<file path="src/rtl/usp_pkg.sv">
/*
 Constants, field layouts and carrier types of the UART status shadow block.
 Assumes the UART codes follow the common 550-style source encoding.
*/
package usp_pkg;
  // ==================================================
  // Sizes
  localparam int USP_NCH = 2;
  localparam int MIO_W = 11;

  // ==================================================
  // Register offsets
  localparam logic [7:0] OFS_RXL = 8'h10;
  localparam logic [7:0] OFS_TXL = 8'h14;
  localparam logic [7:0] OFS_UIS = 8'h18;
  localparam logic [7:0] OFS_GIS = 8'h1C;

  // ==================================================
  // Field positions
  localparam int LVL_W = 8;
  localparam int CODE_W = 6;
  localparam int UIS_GOOD0 = 27;
  localparam int UIS_GOOD1 = 28;
  localparam int UIS_RSV_LSB = 29;
  localparam int UIS_GLOBAL = 31;
  localparam int GIS_MIO0 = 4;
  localparam int GIS_MIO1 = 5;
  localparam int GIS_MIOHI_LSB = 6;
  localparam int GIS_UMASK_LSB = 16;
  localparam int GIS_M0 = 20;
  localparam int GIS_M1 = 21;
  localparam int GIS_MIOMASK_LSB = 22;
  localparam int MIOHI_W = 9;

  // ==================================================
  // Reset values and fixed read values
  localparam logic [CODE_W-1:0] CODE_NONE = 6'h01;
  localparam logic [CODE_W-1:0] CODE_THRE = 6'h02;
  localparam logic [CODE_W-1:0] CODE_RDA = 6'h04;
  localparam logic [CODE_W-1:0] CODE_RTO = 6'h0C;
  localparam logic [1:0] UMASK_RST = 2'h3;
  localparam logic M0_RST = 1'h1;
  localparam logic [MIOHI_W-1:0] MIOMASK_RST = 9'h1FF;
  localparam logic [1:0] UIS_RSV_VAL = 2'h3;
  localparam logic [1:0] PM_MIO = 2'h0;

  // ==================================================
  // Per-channel status from a UART core
  typedef struct packed {
    logic [LVL_W-1:0] rxFill;
    logic [LVL_W-1:0] txFill;
    logic [CODE_W-1:0] irqCode;
    logic irqReq;
    logic rxErrSet;
    logic lsrRead;
    logic overrun;
  } usp_chan_t;

  // Software mask bits of the global register
  typedef struct packed {
    logic [1:0] uartMask;
    logic mio0Mask;
    logic mio1Mask;
    logic [MIOHI_W-1:0] mioHiMask;
  } usp_mask_t;

  // Source codes that still allow good data
  function automatic logic usp_code_ok(input logic [CODE_W-1:0] c);
    return (c == CODE_NONE) || (c == CODE_RDA) || (c == CODE_RTO) || (c == CODE_THRE);
  endfunction
endpackage

</file>
<file path="src/rtl/usp_status_shadow.sv">
/*
 Top of the UART status shadow and interrupt gate: four local registers
 at 10h..1Ch, good-data flags and the gated shareable PCI interrupt.
 Assumes UART cores, pin inversion, mode and power select come from
 same-clock logic; only the multi-purpose pins are asynchronous.
*/
`timescale 1ns/1ns
module usp_status_shadow import usp_pkg::*; (
  input wire logic ref_clk,
  input wire logic rst,
  input wire logic regRd,
  input wire logic regWr,
  input wire logic [7:0] regAddr,
  input wire logic [31:0] regWdata,
  output logic [31:0] regRdata_r,
  output logic regAck_r,
  input wire usp_chan_t chanStat [USP_NCH],
  input wire logic [MIO_W-1:0] mioPin,
  input wire logic [MIO_W-1:0] mioInvert,
  input wire logic deviceMode,
  input wire logic [1:0] pmSelect,
  input wire logic ppIrq,
  input wire logic pdReq,
  output logic pciIntN_r,
  output logic pciIntOe_r
);
  logic [MIO_W-1:0] mioSync;
  logic [MIO_W-1:0] mioInt;
  logic [USP_NCH-1:0] goodNow;
  logic [2*LVL_W-1:0] rxl_r, rxl_nxt, txl_r, txl_nxt;
  logic [CODE_W-1:0] code_r [USP_NCH];
  logic [CODE_W-1:0] code_nxt [USP_NCH];
  logic [USP_NCH-1:0] errFifo_r, errFifo_nxt, ovr_r, ovr_nxt, good_r, good_nxt;
  logic [14:0] gisSrc_r, gisSrc_nxt;
  logic pdSticky_r, pdSticky_nxt;
  usp_mask_t mask_r, mask_nxt;
  logic [31:0] rdata_nxt;
  logic ack_nxt, intN_nxt, intOe_nxt, anyIrq;
  logic rdRxl, rdTxl, rdUis, rdGis, wrGis;

  // ==================================================
  // Pin synchroniser and inversion
  usp_sync u_sync (
    .ref_clk(ref_clk),
    .rst(rst),
    .pinIn(mioPin),
    .pinSync(mioSync)
  );
  assign mioInt = mioSync ^ mioInvert;

  // Good-data decision per channel
  for (genvar g = 0; g < USP_NCH; g++) begin : g_good
    usp_good_data u_good (
      .irqCode(code_r[g]),
      .errInFifo(errFifo_r[g]),
      .overrun(ovr_r[g]),
      .goodNow(goodNow[g])
    );
  end

  // ==================================================
  // Address decode
  // consecutive word decode
  assign rdRxl = regRd && (regAddr == OFS_RXL);
  assign rdTxl = regRd && (regAddr == OFS_TXL);
  assign rdUis = regRd && (regAddr == OFS_UIS);
  assign rdGis = regRd && (regAddr == OFS_GIS);
  assign wrGis = regWr && (regAddr == OFS_GIS);

  // ==================================================
  // Shadow next values
  always_comb begin
    rxl_nxt = {chanStat[1].rxFill, chanStat[0].rxFill};
    txl_nxt = {chanStat[1].txFill, chanStat[0].txFill};
    for (int i = 0; i < USP_NCH; i++) begin
      code_nxt[i] = chanStat[i].irqCode;
      ovr_nxt[i] = chanStat[i].overrun;
      // line read clears error, set wins
      errFifo_nxt[i] = chanStat[i].rxErrSet || (errFifo_r[i] && !chanStat[i].lsrRead);
      good_nxt[i] = goodNow[i];
    end
    gisSrc_nxt = '0;
    gisSrc_nxt[1:0] = {chanStat[1].irqReq, chanStat[0].irqReq};
    gisSrc_nxt[GIS_MIO0] = deviceMode ? ppIrq : mioInt[0];
    // pin 1 in every power mode; read and gate use the power-down flag when select is not 00
    gisSrc_nxt[GIS_MIO1] = mioInt[1];
    gisSrc_nxt[GIS_MIOHI_LSB +: MIOHI_W] = mioInt[MIO_W-1:2];
  end

  // Shadow registers
  always_ff @(posedge ref_clk) begin
    if (rst) begin
      rxl_r <= '0;
      txl_r <= '0;
      errFifo_r <= '0;
      ovr_r <= '0;
      good_r <= '1;
      gisSrc_r <= '0;
      for (int i = 0; i < USP_NCH; i++) begin
        code_r[i] <= CODE_NONE;
      end
    end else begin
      rxl_r <= rxl_nxt;
      txl_r <= txl_nxt;
      errFifo_r <= errFifo_nxt;
      ovr_r <= ovr_nxt;
      good_r <= good_nxt;
      gisSrc_r <= gisSrc_nxt;
      code_r <= code_nxt;
    end
  end

  // ==================================================
  // Mask and sticky power-down next values
  always_comb begin
    mask_nxt = mask_r;
    if (wrGis) begin
      mask_nxt.uartMask = regWdata[GIS_UMASK_LSB +: 2];
      mask_nxt.mio0Mask = regWdata[GIS_M0];
      mask_nxt.mio1Mask = regWdata[GIS_M1];
      mask_nxt.mioHiMask = regWdata[GIS_MIOMASK_LSB +: MIOHI_W];
    end
    pdSticky_nxt = (pmSelect != PM_MIO) && (pdReq || (pdSticky_r && !rdGis));
  end

  // Mask registers
  always_ff @(posedge ref_clk) begin
    if (rst) begin
      mask_r.uartMask <= UMASK_RST;
      mask_r.mio0Mask <= M0_RST;
      mask_r.mio1Mask <= (pmSelect == PM_MIO);
      mask_r.mioHiMask <= MIOMASK_RST;
      pdSticky_r <= 1'b0;
    end else begin
      mask_r <= mask_nxt;
      pdSticky_r <= pdSticky_nxt;
    end
  end

  // ==================================================
  // Read data next value
  always_comb begin
    rdata_nxt = '0;
    ack_nxt = regRd || regWr;
    if (rdRxl) begin
      rdata_nxt[2*LVL_W-1:0] = rxl_r;
    end
    if (rdTxl) begin
      rdata_nxt[2*LVL_W-1:0] = txl_r;
    end
    if (rdUis) begin
      rdata_nxt[CODE_W-1:0] = code_r[0];
      rdata_nxt[CODE_W +: CODE_W] = code_r[1];
      rdata_nxt[UIS_GOOD0] = good_r[0];
      rdata_nxt[UIS_GOOD1] = good_r[1];
      rdata_nxt[UIS_RSV_LSB +: 2] = UIS_RSV_VAL;
      rdata_nxt[UIS_GLOBAL] = good_r[0] && good_r[1];
    end
    if (rdGis) begin
      rdata_nxt[14:0] = gisSrc_r;
      if (pmSelect != PM_MIO) begin
        rdata_nxt[GIS_MIO1] = pdSticky_r;
      end
      rdata_nxt[GIS_UMASK_LSB +: 2] = mask_r.uartMask;
      rdata_nxt[GIS_M0] = mask_r.mio0Mask;
      rdata_nxt[GIS_M1] = mask_r.mio1Mask;
      rdata_nxt[GIS_MIOMASK_LSB +: MIOHI_W] = mask_r.mioHiMask;
    end
  end

  // Read port registers
  always_ff @(posedge ref_clk) begin
    if (rst) begin
      regRdata_r <= '0;
      regAck_r <= 1'b0;
    end else begin
      regRdata_r <= rdata_nxt;
      regAck_r <= ack_nxt;
    end
  end

  // ==================================================
  // Interrupt gate
  always_comb begin
    // core request and mask both needed
    anyIrq = |(gisSrc_r[1:0] & mask_r.uartMask);
    anyIrq = anyIrq || (gisSrc_r[GIS_MIO0] && mask_r.mio0Mask);
    if (pmSelect == PM_MIO) begin
      anyIrq = anyIrq || (gisSrc_r[GIS_MIO1] && mask_r.mio1Mask);
    end else begin
      anyIrq = anyIrq || (pdSticky_r && mask_r.mio1Mask);
    end
    anyIrq = anyIrq || (|(gisSrc_r[GIS_MIOHI_LSB +: MIOHI_W] & mask_r.mioHiMask));
    // drive low while any unmasked source active
    intN_nxt = !anyIrq;
    intOe_nxt = anyIrq;
  end

  // Interrupt pin registers
  always_ff @(posedge ref_clk) begin
    if (rst) begin
      pciIntN_r <= 1'b1;
      pciIntOe_r <= 1'b0;
    end else begin
      pciIntN_r <= intN_nxt;
      pciIntOe_r <= intOe_nxt;
    end
  end

  // ==================================================
  // Assertions
  property p_rx_level;
    @(posedge ref_clk) disable iff (rst) rdRxl |=> regRdata_r == {16'h0000, $past(rxl_r)};
  endproperty
  a_rx_level: assert property (p_rx_level) else $error("rx level read wrong");

  property p_tx_level;
    @(posedge ref_clk) disable iff (rst) rdTxl |=> regRdata_r[31:16] == 16'h0000 && regRdata_r[15:0] == $past(txl_r);
  endproperty
  a_tx_level: assert property (p_tx_level) else $error("tx level read wrong");

  property p_code_reset;
    @(posedge ref_clk) $past(rst) && !rst |-> code_r[0] == CODE_NONE && code_r[1] == CODE_NONE;
  endproperty
  a_code_reset: assert property (p_code_reset) else $error("source code reset wrong");

  property p_global_good;
    @(posedge ref_clk) disable iff (rst)
      rdUis |=> regRdata_r[UIS_GLOBAL] == (regRdata_r[UIS_GOOD0] && regRdata_r[UIS_GOOD1]);
  endproperty
  a_global_good: assert property (p_global_good) else $error("global good not AND");

  property p_bad_code;
    @(posedge ref_clk) disable iff (rst) (!usp_code_ok(code_r[0]) || errFifo_r[0] || ovr_r[0]) |=> !good_r[0];
  endproperty
  a_bad_code: assert property (p_bad_code) else $error("good set on bad state");

  property p_err_clear;
    @(posedge ref_clk) disable iff (rst) chanStat[0].lsrRead && !chanStat[0].rxErrSet |=> !errFifo_r[0];
  endproperty
  a_err_clear: assert property (p_err_clear) else $error("error flag not cleared");

  property p_pd_sticky;
    @(posedge ref_clk) disable iff (rst) pdReq && pmSelect != PM_MIO ##1 pmSelect != PM_MIO && !rdGis |=> pdSticky_r;
  endproperty
  a_pd_sticky: assert property (p_pd_sticky) else $error("power-down flag lost");

  property p_mask_reset;
    @(posedge ref_clk) $past(rst) && !rst |-> mask_r.uartMask == UMASK_RST && mask_r.mio0Mask == M0_RST;
  endproperty
  a_mask_reset: assert property (p_mask_reset) else $error("mask reset wrong");

  property p_irq_held;
    @(posedge ref_clk) disable iff (rst) anyIrq [*2] |=> !pciIntN_r && pciIntOe_r;
  endproperty
  a_irq_held: assert property (p_irq_held) else $error("interrupt not driven");

  property p_irq_idle;
    @(posedge ref_clk) disable iff (rst) mask_r == '0 |=> pciIntN_r && !pciIntOe_r;
  endproperty
  a_irq_idle: assert property (p_irq_idle) else $error("masked source drove interrupt");

  c_burst: cover property (@(posedge ref_clk) disable iff (rst) rdRxl ##1 rdTxl ##1 rdUis ##1 rdGis);
  c_irq: cover property (@(posedge ref_clk) disable iff (rst) $fell(pciIntN_r));
  c_pd_clear: cover property (@(posedge ref_clk) disable iff (rst) pdSticky_r && rdGis ##1 !pdSticky_r);
  c_bad: cover property (@(posedge ref_clk) disable iff (rst) $fell(good_r[1]));
endmodule

</file>
<file path="src/rtl/usp_sync.sv">
/*
 Two-stage synchroniser for the multi-purpose pins.
 Assumes the pins are asynchronous to ref_clk.
*/
`timescale 1ns/1ns
module usp_sync import usp_pkg::*; (
  input wire logic ref_clk,
  input wire logic rst,
  input wire logic [MIO_W-1:0] pinIn,
  output logic [MIO_W-1:0] pinSync
);
  logic [MIO_W-1:0] stage1_r;
  logic [MIO_W-1:0] stage2_r;
  logic [MIO_W-1:0] stage1_nxt;
  logic [MIO_W-1:0] stage2_nxt;

  // ==================================================
  // Next stage values
  always_comb begin
    stage1_nxt = pinIn;
    stage2_nxt = stage1_r;
  end

  // Register both stages
  always_ff @(posedge ref_clk) begin
    if (rst) begin
      stage1_r <= '0;
      stage2_r <= '0;
    end else begin
      stage1_r <= stage1_nxt;
      stage2_r <= stage2_nxt;
    end
  end

  assign pinSync = stage2_r;
endmodule

</file>
<file path="src/rtl/usp_good_data.sv">
/*
 Good-data decision for one UART channel.
 Assumes registered shadow inputs on the same clock.
*/
`timescale 1ns/1ns
module usp_good_data import usp_pkg::*; (
  input wire logic [CODE_W-1:0] irqCode,
  input wire logic errInFifo,
  input wire logic overrun,
  output logic goodNow
);
  // ==================================================
  // three-way good test
  assign goodNow = usp_code_ok(irqCode) && !errInFifo && !overrun;
endmodule

</file>
<file path="config.mk">
export PLATFORM = sky130hd
export DESIGN_NAME = usp_status_shadow
export DESIGN_NICKNAME = d
export VERILOG_FILES = /design/src/rtl/usp_pkg.sv /design/src/rtl/usp_status_shadow.sv /design/src/rtl/usp_sync.sv /design/src/rtl/usp_good_data.sv
export SDC_FILE = /design/constraint.sdc
export NUM_CORES = 1
export LEC_CHECK = 0
export ABC_AREA = 1
export CAP_MARGIN = 25
export CORE_AREA = 10 10 145 93
export CTS_BUF_LIST = sky130_fd_sc_hd__clkbuf_8 sky130_fd_sc_hd__clkbuf_16
export DETAILED_ROUTE_END_ITERATION = 10
export DIE_AREA = 0 0 155 103
export DONT_BUFFER_PORTS = 1
export GPL_TIMING_DRIVEN = 1
export PLACE_DENSITY_LB_ADDON = 0.05
export SETUP_SLACK_MARGIN = 0.1
export SLEW_MARGIN = 20
export SYNTH_ARGS = -nofsm -noshare
export SYNTH_HDL_FRONTEND = slang
export SYNTH_SLANG_ARGS = --single-unit
export TNS_END_PERCENT = 10
</file>
<file path="constraint.sdc">
create_clock -name ref_clk -period 1.5 [get_ports ref_clk]
set_input_delay 0.075 -clock ref_clk [delete_from_list [all_inputs] [get_ports ref_clk]]
set_output_delay 0.075 -clock ref_clk [all_outputs]
set_load 0.01 [all_outputs]
</file>
* Yosys cells after proc, flatten, opt, wreduce, memory -nomap -nowiden *
Cells that the tools add are included.

word-level totals
  register bits = 136
  bits in latches = 0
  memory bits (writable) = 0
  memory bits (read-only) = 0
  input bits = 123
  output and inout bits = 35
  logic and storage cells = 97
  memories kept = 0

operators by class
  add/subtract/negate cells = 0
  multipliers = 0
  divide/modulo/power cells = 0
  $lt $le $gt $ge = 0
  equal/unequal tests = 12
  shifts and indexed selects = 0
  multiplexer cells = 11
  bitwise logic cells = 5
  reduce and logical (&&, ||, !) cells = 46

operator list
  operator                                                          count
  8-bit by 5-bit == test with 1-bit output (second input constant)  4
  16-bit 2-to-1 mux                                                 2
  10-bit 2-to-1 mux                                                 2
  1-bit logical AND                                                 17
  15-bit 2-to-1 mux                                                 1
  1-bit logical OR                                                  14
  6-bit by 1-bit == test with 1-bit output (second input constant)  2
  6-bit by 2-bit == test with 1-bit output (second input constant)  2
  6-bit by 3-bit == test with 1-bit output (second input constant)  2
  6-bit by 4-bit == test with 1-bit output (second input constant)  2
  12-bit 2-to-1 mux                                                 1
  11-bit 2-to-1 mux                                                 1
  11-bit XOR                                                        1
  9-bit AND                                                         1
  9-bit OR reduction                                                1
  1-bit zero test                                                   8
  2-bit OR reduction                                                3
  4-bit 2-to-1 mux                                                  1
  2-bit nonzero test                                                2
  1-bit 2-to-1 mux                                                  3
  2-bit AND                                                         1
  2-bit zero test                                                   1
  1-bit NOT                                                         2

* Logic depth before layout (Yosys ltp) *
Gate-level depths: netlist of run 1.

  word-level depth = 7
  mapped depth = 9
  gate-level depth less buffers = 8

* Cells and area by module *
A second synthesis of run 1 with hierarchy kept.

second synthesis, totals
  cells, all modules = 606
  area, all modules = 4748.3 um^2

modules (own cells, without submodules)
  module             times used  cells each  area each (um^2)  seq. area each (um^2)
  usp_status_shadow  1           512         4017.6            2212.1
  usp_sync           1           68          628.1             440.4
  usp_good_data      2           13          51.3              0.0

* Least setup slack after synthesis of run 1 *
Ideal clock, no wire load.

  kind = input -> register
  start point = input port regAddr[0]
  end point = register mask_r[9] (netlist bit), enable pin
  setup time = 0.293 ns
  arrival = 0.820 ns
  required time = 1.207 ns
  slack = 0.387 ns
  stages on the path = 6
  buffers on the path = 1
  path through = inv_1 -> nand2_2 -> nor3_4 -> nand2_2 -> buf_2 -> nand2_1

between the ends
  cells in the longest elaborated chain, start to end = 3

RTL lines
  element                                   RTL line                  text
  from (decl)                               usp_status_shadow.sv:13   input wire logic [7:0] regAddr,
  8-bit by 5-bit == test with 1-bit output  usp_status_shadow.sv:68   assign wrGis = regWr && (regAddr == OFS_GIS);
  1-bit logical AND                         usp_status_shadow.sv:68
  2-bit nonzero test (no line)              -
  to (signal assigned)                      usp_status_shadow.sv:135  mask_r <= mask_nxt;
  to (decl)                                 usp_status_shadow.sv:36   usp_mask_t mask_r, mask_nxt;

Every way passes these cells.
A chain may end at the register's enable or synchronous reset.

* Final worst setup path of run 1 *
  start point = input port pmSelect[1]
  end point = register regRdata_r[5]

between the ends
  cells in the longest elaborated chain, start to end = 3

RTL lines
  element               RTL line                  text
  from (decl)           usp_status_shadow.sv:21   input wire logic [1:0] pmSelect,
  2-bit nonzero test    usp_status_shadow.sv:161  if (pmSelect != PM_MIO) begin
  1-bit 2-to-1 mux      usp_status_shadow.sv:161
  15-bit 2-to-1 mux     usp_status_shadow.sv:159  if (rdGis) begin
  to (signal assigned)  usp_status_shadow.sv:177  regRdata_r <= rdata_nxt;
  to (decl)             usp_status_shadow.sv:15   output logic [31:0] regRdata_r,

Every way passes these cells.

==> results_dict.tcl, run 1 <==
set metrics [dict create \
    grt_pass1_vias 3947 \
    postLayoutCellArea_um2 6520 \
    yosysUniqueCellTypes 34 \
    gp_congestion 0.774 \
    drt_first_iter_violations 181 \
    peakVddDrop_uv 935 \
    start_util_pct 43.5 \
    cts_tree "built" \
    yosysMostFrequentCell "dfxtp_1" \
    grt_usage_pct 16.4 \
    io-pin-count 158 \
    power_density_nw_per_um2 1290 \
    status "finished, final reports clean" \
    dp_hpwl_mm 8.63 \
    grt_pass1_wl_mm 20.2 \
    ant_nets 0 \
    met3_usage_pct 6.17 \
    cp.arrival_ns 1.66 \
    viasPerCell 4.56 \
    avgSynthCellArea_um2 8.07 \
    wl_per_cell_um 15.2 \
    synth_edf_count 1 \
    gr-total-overflow 0 \
    design.die.area_um2 16000 \
    synth-seq-cells 132 \
    vias 3891 \
    clock-sinks 132 \
    antenna_found_initial 0 \
    grt_use_met1_pct 20.4 \
    tightest_slew_ns 0.609 \
    async_flop_share_pct 0 \
    crit_fanout 3 \
    placed_area_um2 4850 \
    slew_headroom_pct 59.3 \
    yosysTopAreaCellShare_pct 54.8 \
    rsz0062_at_grt "true" \
    setup_viol 0 \
    grtUsageMet2_pct 24.9 \
    end_kind "flop" \
    final_hold_viol_count 0 \
    postCtsSetupBuffers 0 \
    drc 0 \
    worstSkewPairLatency_ns 0.40 \
    clk_path_buf_depth 2 \
    finalMaxSlewViolations 0 \
    synthTopCellsByArea "dfxtp_1 (55%), nor2_1 (9.1%), inv_1 (7.8%), nand2_1 (7.1%), nand3_1 (7.0%)" \
    synth_ff_type "dfxtp_1" \
    dr.pass1.iters 4 \
    busiest_layer "met2" \
    fin_crit_ns 1.36 \
    cts_made_buffers 17 \
    ys_seq_area_share_pct 55.5 \
    crit_required_ns 1.80 \
    fp.dieH_um 103 \
    synth_top_area_cell "dfxtp_1" \
    min_period_over_period_pct 90.8 \
    nNetsFinal 818 \
    die_w_um 155 \
    critPathLaunchType "input pin" \
    worstHoldPathType "in -> reg" \
    htree_levels 4 \
    cts_root_buffer "clkbuf_16" \
    io_buffers 0 \
    coreArea_um2 11000 \
    drv_cap 0 \
    critical_path_class "in -> reg" \
    rows 30 \
    clock.fmax_mhz 734 \
    routed_wl_mm 13.0 \
    clk_pin_slew_ns 0.06 \
    ys_top_cells_by_count "dfxtp_1 (131), nor2_1 (116), inv_1 (100), nand2_1 (90), nand3_1 (67)" \
    finalSetupTns_ns 0 \
    synthesis.instances 593 \
    syn_area_um2 4780 \
    yosysWarnings 0 \
    drive_gt1_share_pct 9.04 \
    grt_max_degree 59 \
    areaGrowthSynthToFinish_pct 36.3 \
    p_leak_uw 0.00324 \
    skew_ns 0.00793 \
]
cells by family (layout without fill, tap and decap cells):
family,count (synthesis),after routing,share of synthesized area [%]
XOR/XNOR,11,11,2.01
flip-flops,132,132,55.5
other,1,3,0.0784
buffers and inverters,127,241,11.1
AND/OR/NAND/NOR,298,298,28.3
AO/OA/AOI/OAI,24,24,3.09
final timing paths:
| kind | startpoint | endpoint | slack [ns] | depth (start not counted) |
|---|---|---|---|---|
| worst max-delay path | pmSelect[1] | regRdata_r[5] | 0.14 | 8 |
| worst min-delay path | regRd | regRdata_r[30] | 0.009 | 4 |
| worst max register to register | u_sync.pinSync[0] | gisSrc_r[4] | 0.24 | 4 |
| worst min register to register | u_sync.stage1_r[3] | u_sync.pinSync[3] | 0.41 | 2 |
critical path, stage by stage:
cell and delay, ns:
dlygate4sd3_1 0.56, nor2_2 0.14, inv_1 0.08, nand2_1 0.07
nand2_1 0.07, dlygate4sd3_1 0.55, nand2_1 0.07, nand2_1 0.05
through the flow:
stage	setup slack [ns]	hold slack, ns	util (%)	power, µW	std cells
global placement	0.270	0.158	44.1	4050	717
finish	0.138	0.00861	59.3	8430	853
detailed placement	0.247	0.159	44.1	4060	717
floorplan	0.387	0.179	-	4030	594
global route	0.0262	0.0202	59.3	8750	852
CTS	0.120	0.000515	59.2	8500	852
where the power goes:
part           switching [µW]  internal, µW  total [µW]  leakage, µW
Clock                    1510          2680        4180     0.000296
Sequential               66.2          3650        3720      0.00109
Combinational             235           294         529      0.00186
cell usage in the layout, fill, tap and decap left out, types with 3 or more instances in the layout:
master | netlist | layout
nand2_1 | 90 | 90
dlygate4sd3_1 | 0 | 101
or2_2 | 4 | 4
xnor2_1 | 10 | 10
clkinv_2 | 0 | 3
dfxtp_1 | 131 | 131
clkbuf_8 | 0 | 3
nand3_1 | 67 | 67
clkbuf_16 | 0 | 18
nand2_2 | 3 | 3
o21ai_0 | 7 | 7
inv_1 | 100 | 100
buf_4 | 4 | 4
nor2_4 | 3 | 3
o211ai_1 | 4 | 4
a21oi_1 | 7 | 7
nor2_1 | 116 | 115
clkinvlp_4 | 0 | 3
nor2_2 | 5 | 6
clkinv_4 | 0 | 3
layout make-up:
class                      instances  area (µm²)
antenna                            1        2.50
clock buffer                      21         492
sequential                       132        2650
inverter                         102         383
fill                             990        4480
multi-input combinational        335        1610
clock inverter                    11         124
timing repair buffer             107        1080
tap                              144         180
flip-flops by register name, summed over array words and instances, names as in the netlist, 2 cells and up:
name	flops
good_r	2
errFifo_r	2
regRdata_r	30
ovr_r	2
mask_r	13
rxl_r	16
txl_r	16
u_sync.pinSync	11
u_sync.stage1_r	11
code_r	12
gisSrc_r	13
layer usage:
metal  vias to the layer above  wire length, µm  part of all wire (%)
li1                       1986                -                     -
met4                         0              238                   1.8
met1                      1762             5990                    46
met3                        20             1050                   8.1
met5                         -                0                     0
met2                       123             5680                    44
what timing repair did:
action / 4_1_cts / 5_1_grt
setup endpoints to repair: 0 / 11
resized for setup: 0 / 2
hold endpoints to repair: 118 / 0
hold buffers: 103 / 0
Power figures use the tool's default switching activity.
==> run 2, diff against run 1 <==
--- a/config.mk
+++ b/config.mk
@@ -7,16 +7,18 @@
 export LEC_CHECK = 0
 export ABC_AREA = 1
 export CAP_MARGIN = 25
-export CORE_AREA = 10 10 145 93
+export CORE_AREA = 10 10 144 93
 export CTS_BUF_LIST = sky130_fd_sc_hd__clkbuf_8 sky130_fd_sc_hd__clkbuf_16
 export DETAILED_ROUTE_END_ITERATION = 10
-export DIE_AREA = 0 0 155 103
+export DIE_AREA = 0 0 154 103
 export DONT_BUFFER_PORTS = 1
+export GPL_ROUTABILITY_DRIVEN = 0
 export GPL_TIMING_DRIVEN = 1
 export PLACE_DENSITY_LB_ADDON = 0.05
 export SETUP_SLACK_MARGIN = 0.1
 export SLEW_MARGIN = 20
 export SYNTH_ARGS = -nofsm -noshare
 export SYNTH_HDL_FRONTEND = slang
+export SYNTH_HIERARCHICAL = 1
 export SYNTH_SLANG_ARGS = --single-unit
 export TNS_END_PERCENT = 10
==> results_dict.tcl, run 2 <==
set metrics [dict create \
    status "finished, final reports clean" \
    grt_pass1_wl_mm 21.1 \
    comb_power_share_pct 6.1 \
    rr_endpoint "regRdata_r[2]" \
    ant_nets 0 \
    synth_fa_ha_area_share_pct 0 \
    design.die.area_um2 15900 \
    cts_tree "built" \
    fp.dieH_um 103 \
    p_leak_uw 0.00331 \
    largest_register_ff_count 30 \
    io-pin-count 158 \
    layout_common_cells "dfxtp_1 (131), nor2_1 (125), dlygate4sd3_1 (117)" \
    yosysMostFrequentCell "dfxtp_1" \
    antenna_found_initial 0 \
    min_period_over_period_pct 87.6 \
    crit_required_ns 1.78 \
    dp_hpwl_mm 8.81 \
    clock.fmax_mhz 761 \
    gr-total-overflow 0 \
    power_density_nw_per_um2 1290 \
    place_ws_ns 0.242 \
    synthesis.instances 606 \
    postCtsSetupBuffers 0 \
    grt_max_degree 67 \
    io_buffers 0 \
    hold_depth 2 \
    syn_area_um2 4750 \
    setup_viol 0 \
    skew_ns 0.00721 \
    yosysWarnings 6 \
    utilization_pct 61.1 \
    async_flop_share_pct 0 \
    diodes 0 \
    r2r_cells 5 \
    drv_cap 0 \
    seq_power_share_pct 43.1 \
    crit_start "regAddr[3]" \
    end_kind "flop" \
    clkPwrFrac_pct 50.8 \
    cts_made_buffers 17 \
    peakVddDrop_uv 840 \
    die_w_um 154 \
    drive_gt1_share_pct 8.15 \
    yosys.area_share.simple_pct 28.0 \
    start_util_pct 43.5 \
    worstHoldStart "rst" \
    synth-seq-cells 132 \
    worstHoldPathType "in -> reg" \
    switching_share_pct 21.0 \
    ys_seq_area_share_pct 55.9 \
    cp.arrival_ns 1.59 \
    yosysUniqueCellTypes 27 \
    reg2reg_setup_slack_ns 0.29 \
    final_hold_viol_count 0 \
    finalMaxSlewViolations 0 \
    crit_fanout 16 \
    worstSkewPairLatency_ns 0.40 \
    finalSetupTns_ns 0 \
    drt_first_iter_violations 174 \
    critPathLaunchType "input pin" \
    cts_root_buffer "clkbuf_16" \
    areaGrowthSynthToFinish_pct 40.6 \
    grt_usage_pct 16.9 \
    synthXorXnorAreaFrac_pct 2.03 \
    ys_top_cells_by_count "dfxtp_1 (131), nor2_1 (126), inv_1 (102), nand2_1 (94), nand3_1 (61)" \
    clk_pin_slew_ns 0.06 \
    nNetsFinal 846 \
    avgSynthCellArea_um2 7.84 \
    r2r-start "rxl_r[2]" \
    viasPerCell 4.50 \
    max_flop_register "regRdata_r" \
    synth_ff_type "dfxtp_1" \
    clk_path_buf_depth 2 \
    clock-sinks 132 \
    drc 0 \
    rows 30 \
    rsz0062_at_grt "false" \
    routed_wl_mm 13.2 \
    synth_compound_area_share_pct 2.03 \
    total_power_uw 8630 \
    synth_top_area_cell "dfxtp_1" \
    hold-path-endpoint "mask_r[9]" \
    synth_mux_area_share_pct 0 \
    coreArea_um2 10900 \
    fin_ws_ns 0.186 \
    yosysTopAreaCellShare_pct 55.2 \
    synthTopCellsByArea "dfxtp_1 (55%), nor2_1 (10%), inv_1 (8.1%), nand2_1 (7.4%), nand3_1 (6.4%)" \
    largest_registers "regRdata_r (30), rxl_r (16), txl_r (16)" \
    synth_top_family_by_area "simple AND/OR/NAND/NOR gates" \
    critical_path_class "in -> reg" \
    p_int_uw 6820 \
    wl_per_cell_um 15.0 \
    fin_crit_ns 1.31 \
    layout_commonest_cell "dfxtp_1" \
    dr.pass1.iters 5 \
    htree_levels 4 \
    p_sw_uw 1810 \
    grt_pass1_vias 4058 \
    vias 3963 \
    synth_edf_count 1 \
]
[run 2: timing repair]
| item | 4_1_cts | 5_1_grt |
|---|---|---|
| setup endpoints to repair | 0 | 1 |
| resized for setup | 0 | 4 |
| endpoints found under the hold margin | 109 | 0 |
| hold buffers | 119 | 0 |
[run 2: final cells by class]
| cell class | count | area (µm²) |
|---|---|---|
| timing repair buffer | 127 | 1270 |
| clock buffer | 19 | 453 |
| clock inverter | 13 | 181 |
| fill | 976 | 4250 |
| sequential | 132 | 2650 |
| multi-input combinational | 341 | 1550 |
| tap | 144 | 180 |
| inverter | 104 | 390 |
[run 2: metal layers]
| layer | track usage, % | vias to the layer above | part of all wire (%) | wire length [µm] |
|---|---|---|---|---|
| met1 | 21.3 | 1775 | 47 | 6160 |
| li1 | - | 2054 | - | - |
| met5 | 0 | - | 0 | 0 |
| met3 | 5.88 | 6 | 9.5 | 1260 |
| met4 | 6.94 | 0 | 0.35 | 46 |
| met2 | 25.9 | 128 | 44 | 5770 |
[run 2: logic make-up after synthesis]
group,count (synthesis)
other,1
AO/OA/AOI/OAI,19
XOR/XNOR,11
flip-flops,132
AND/OR/NAND/NOR,309
buffers and inverters,134
[run 2: critical path: stages]
cell and delay (ns):
dlygate4sd3_1 0.58, nand3_2 0.13, dlygate4sd3_1 0.66, nand2_1 0.09
nand3_1 0.06
[run 2: worst max-delay path by stage]
stage / to / slack (ns) / cells past startpoint
floorplan: mask_r[9] / 0.44 / 6
global placement: regRdata_r[8] / 0.27 / 7
detailed placement: regRdata_r[6] / 0.24 / 7
CTS: pdSticky_r / 0.13 / 7
global route: mask_r[2] / 0.14 / 5
finish: mask_r[5] / 0.19 / 5
[run 2: metrics by stage]
step | std cells | hold WS, ns | cell area, µm²
floorplan | 607 | 0.146 | 4750
finish | 880 | 0.0133 | 6680
detailed placement | 729 | 0.157 | 4820
global placement | 729 | 0.155 | 4820
global route | 880 | 0.0275 | 6680
CTS | 880 | 0.00514 | 6660
[run 2: power groups by stage]
stage / registers [µW] / clock network (µW) / logic [µW]
CTS: 3720 / 4470 / 522
finish: 3720 / 4380 / 527
global route: 3730 / 4610 / 595
global placement: 3800 / 0 / 259
detailed placement: 3800 / 0 / 266
floorplan: 3770 / 0 / 266
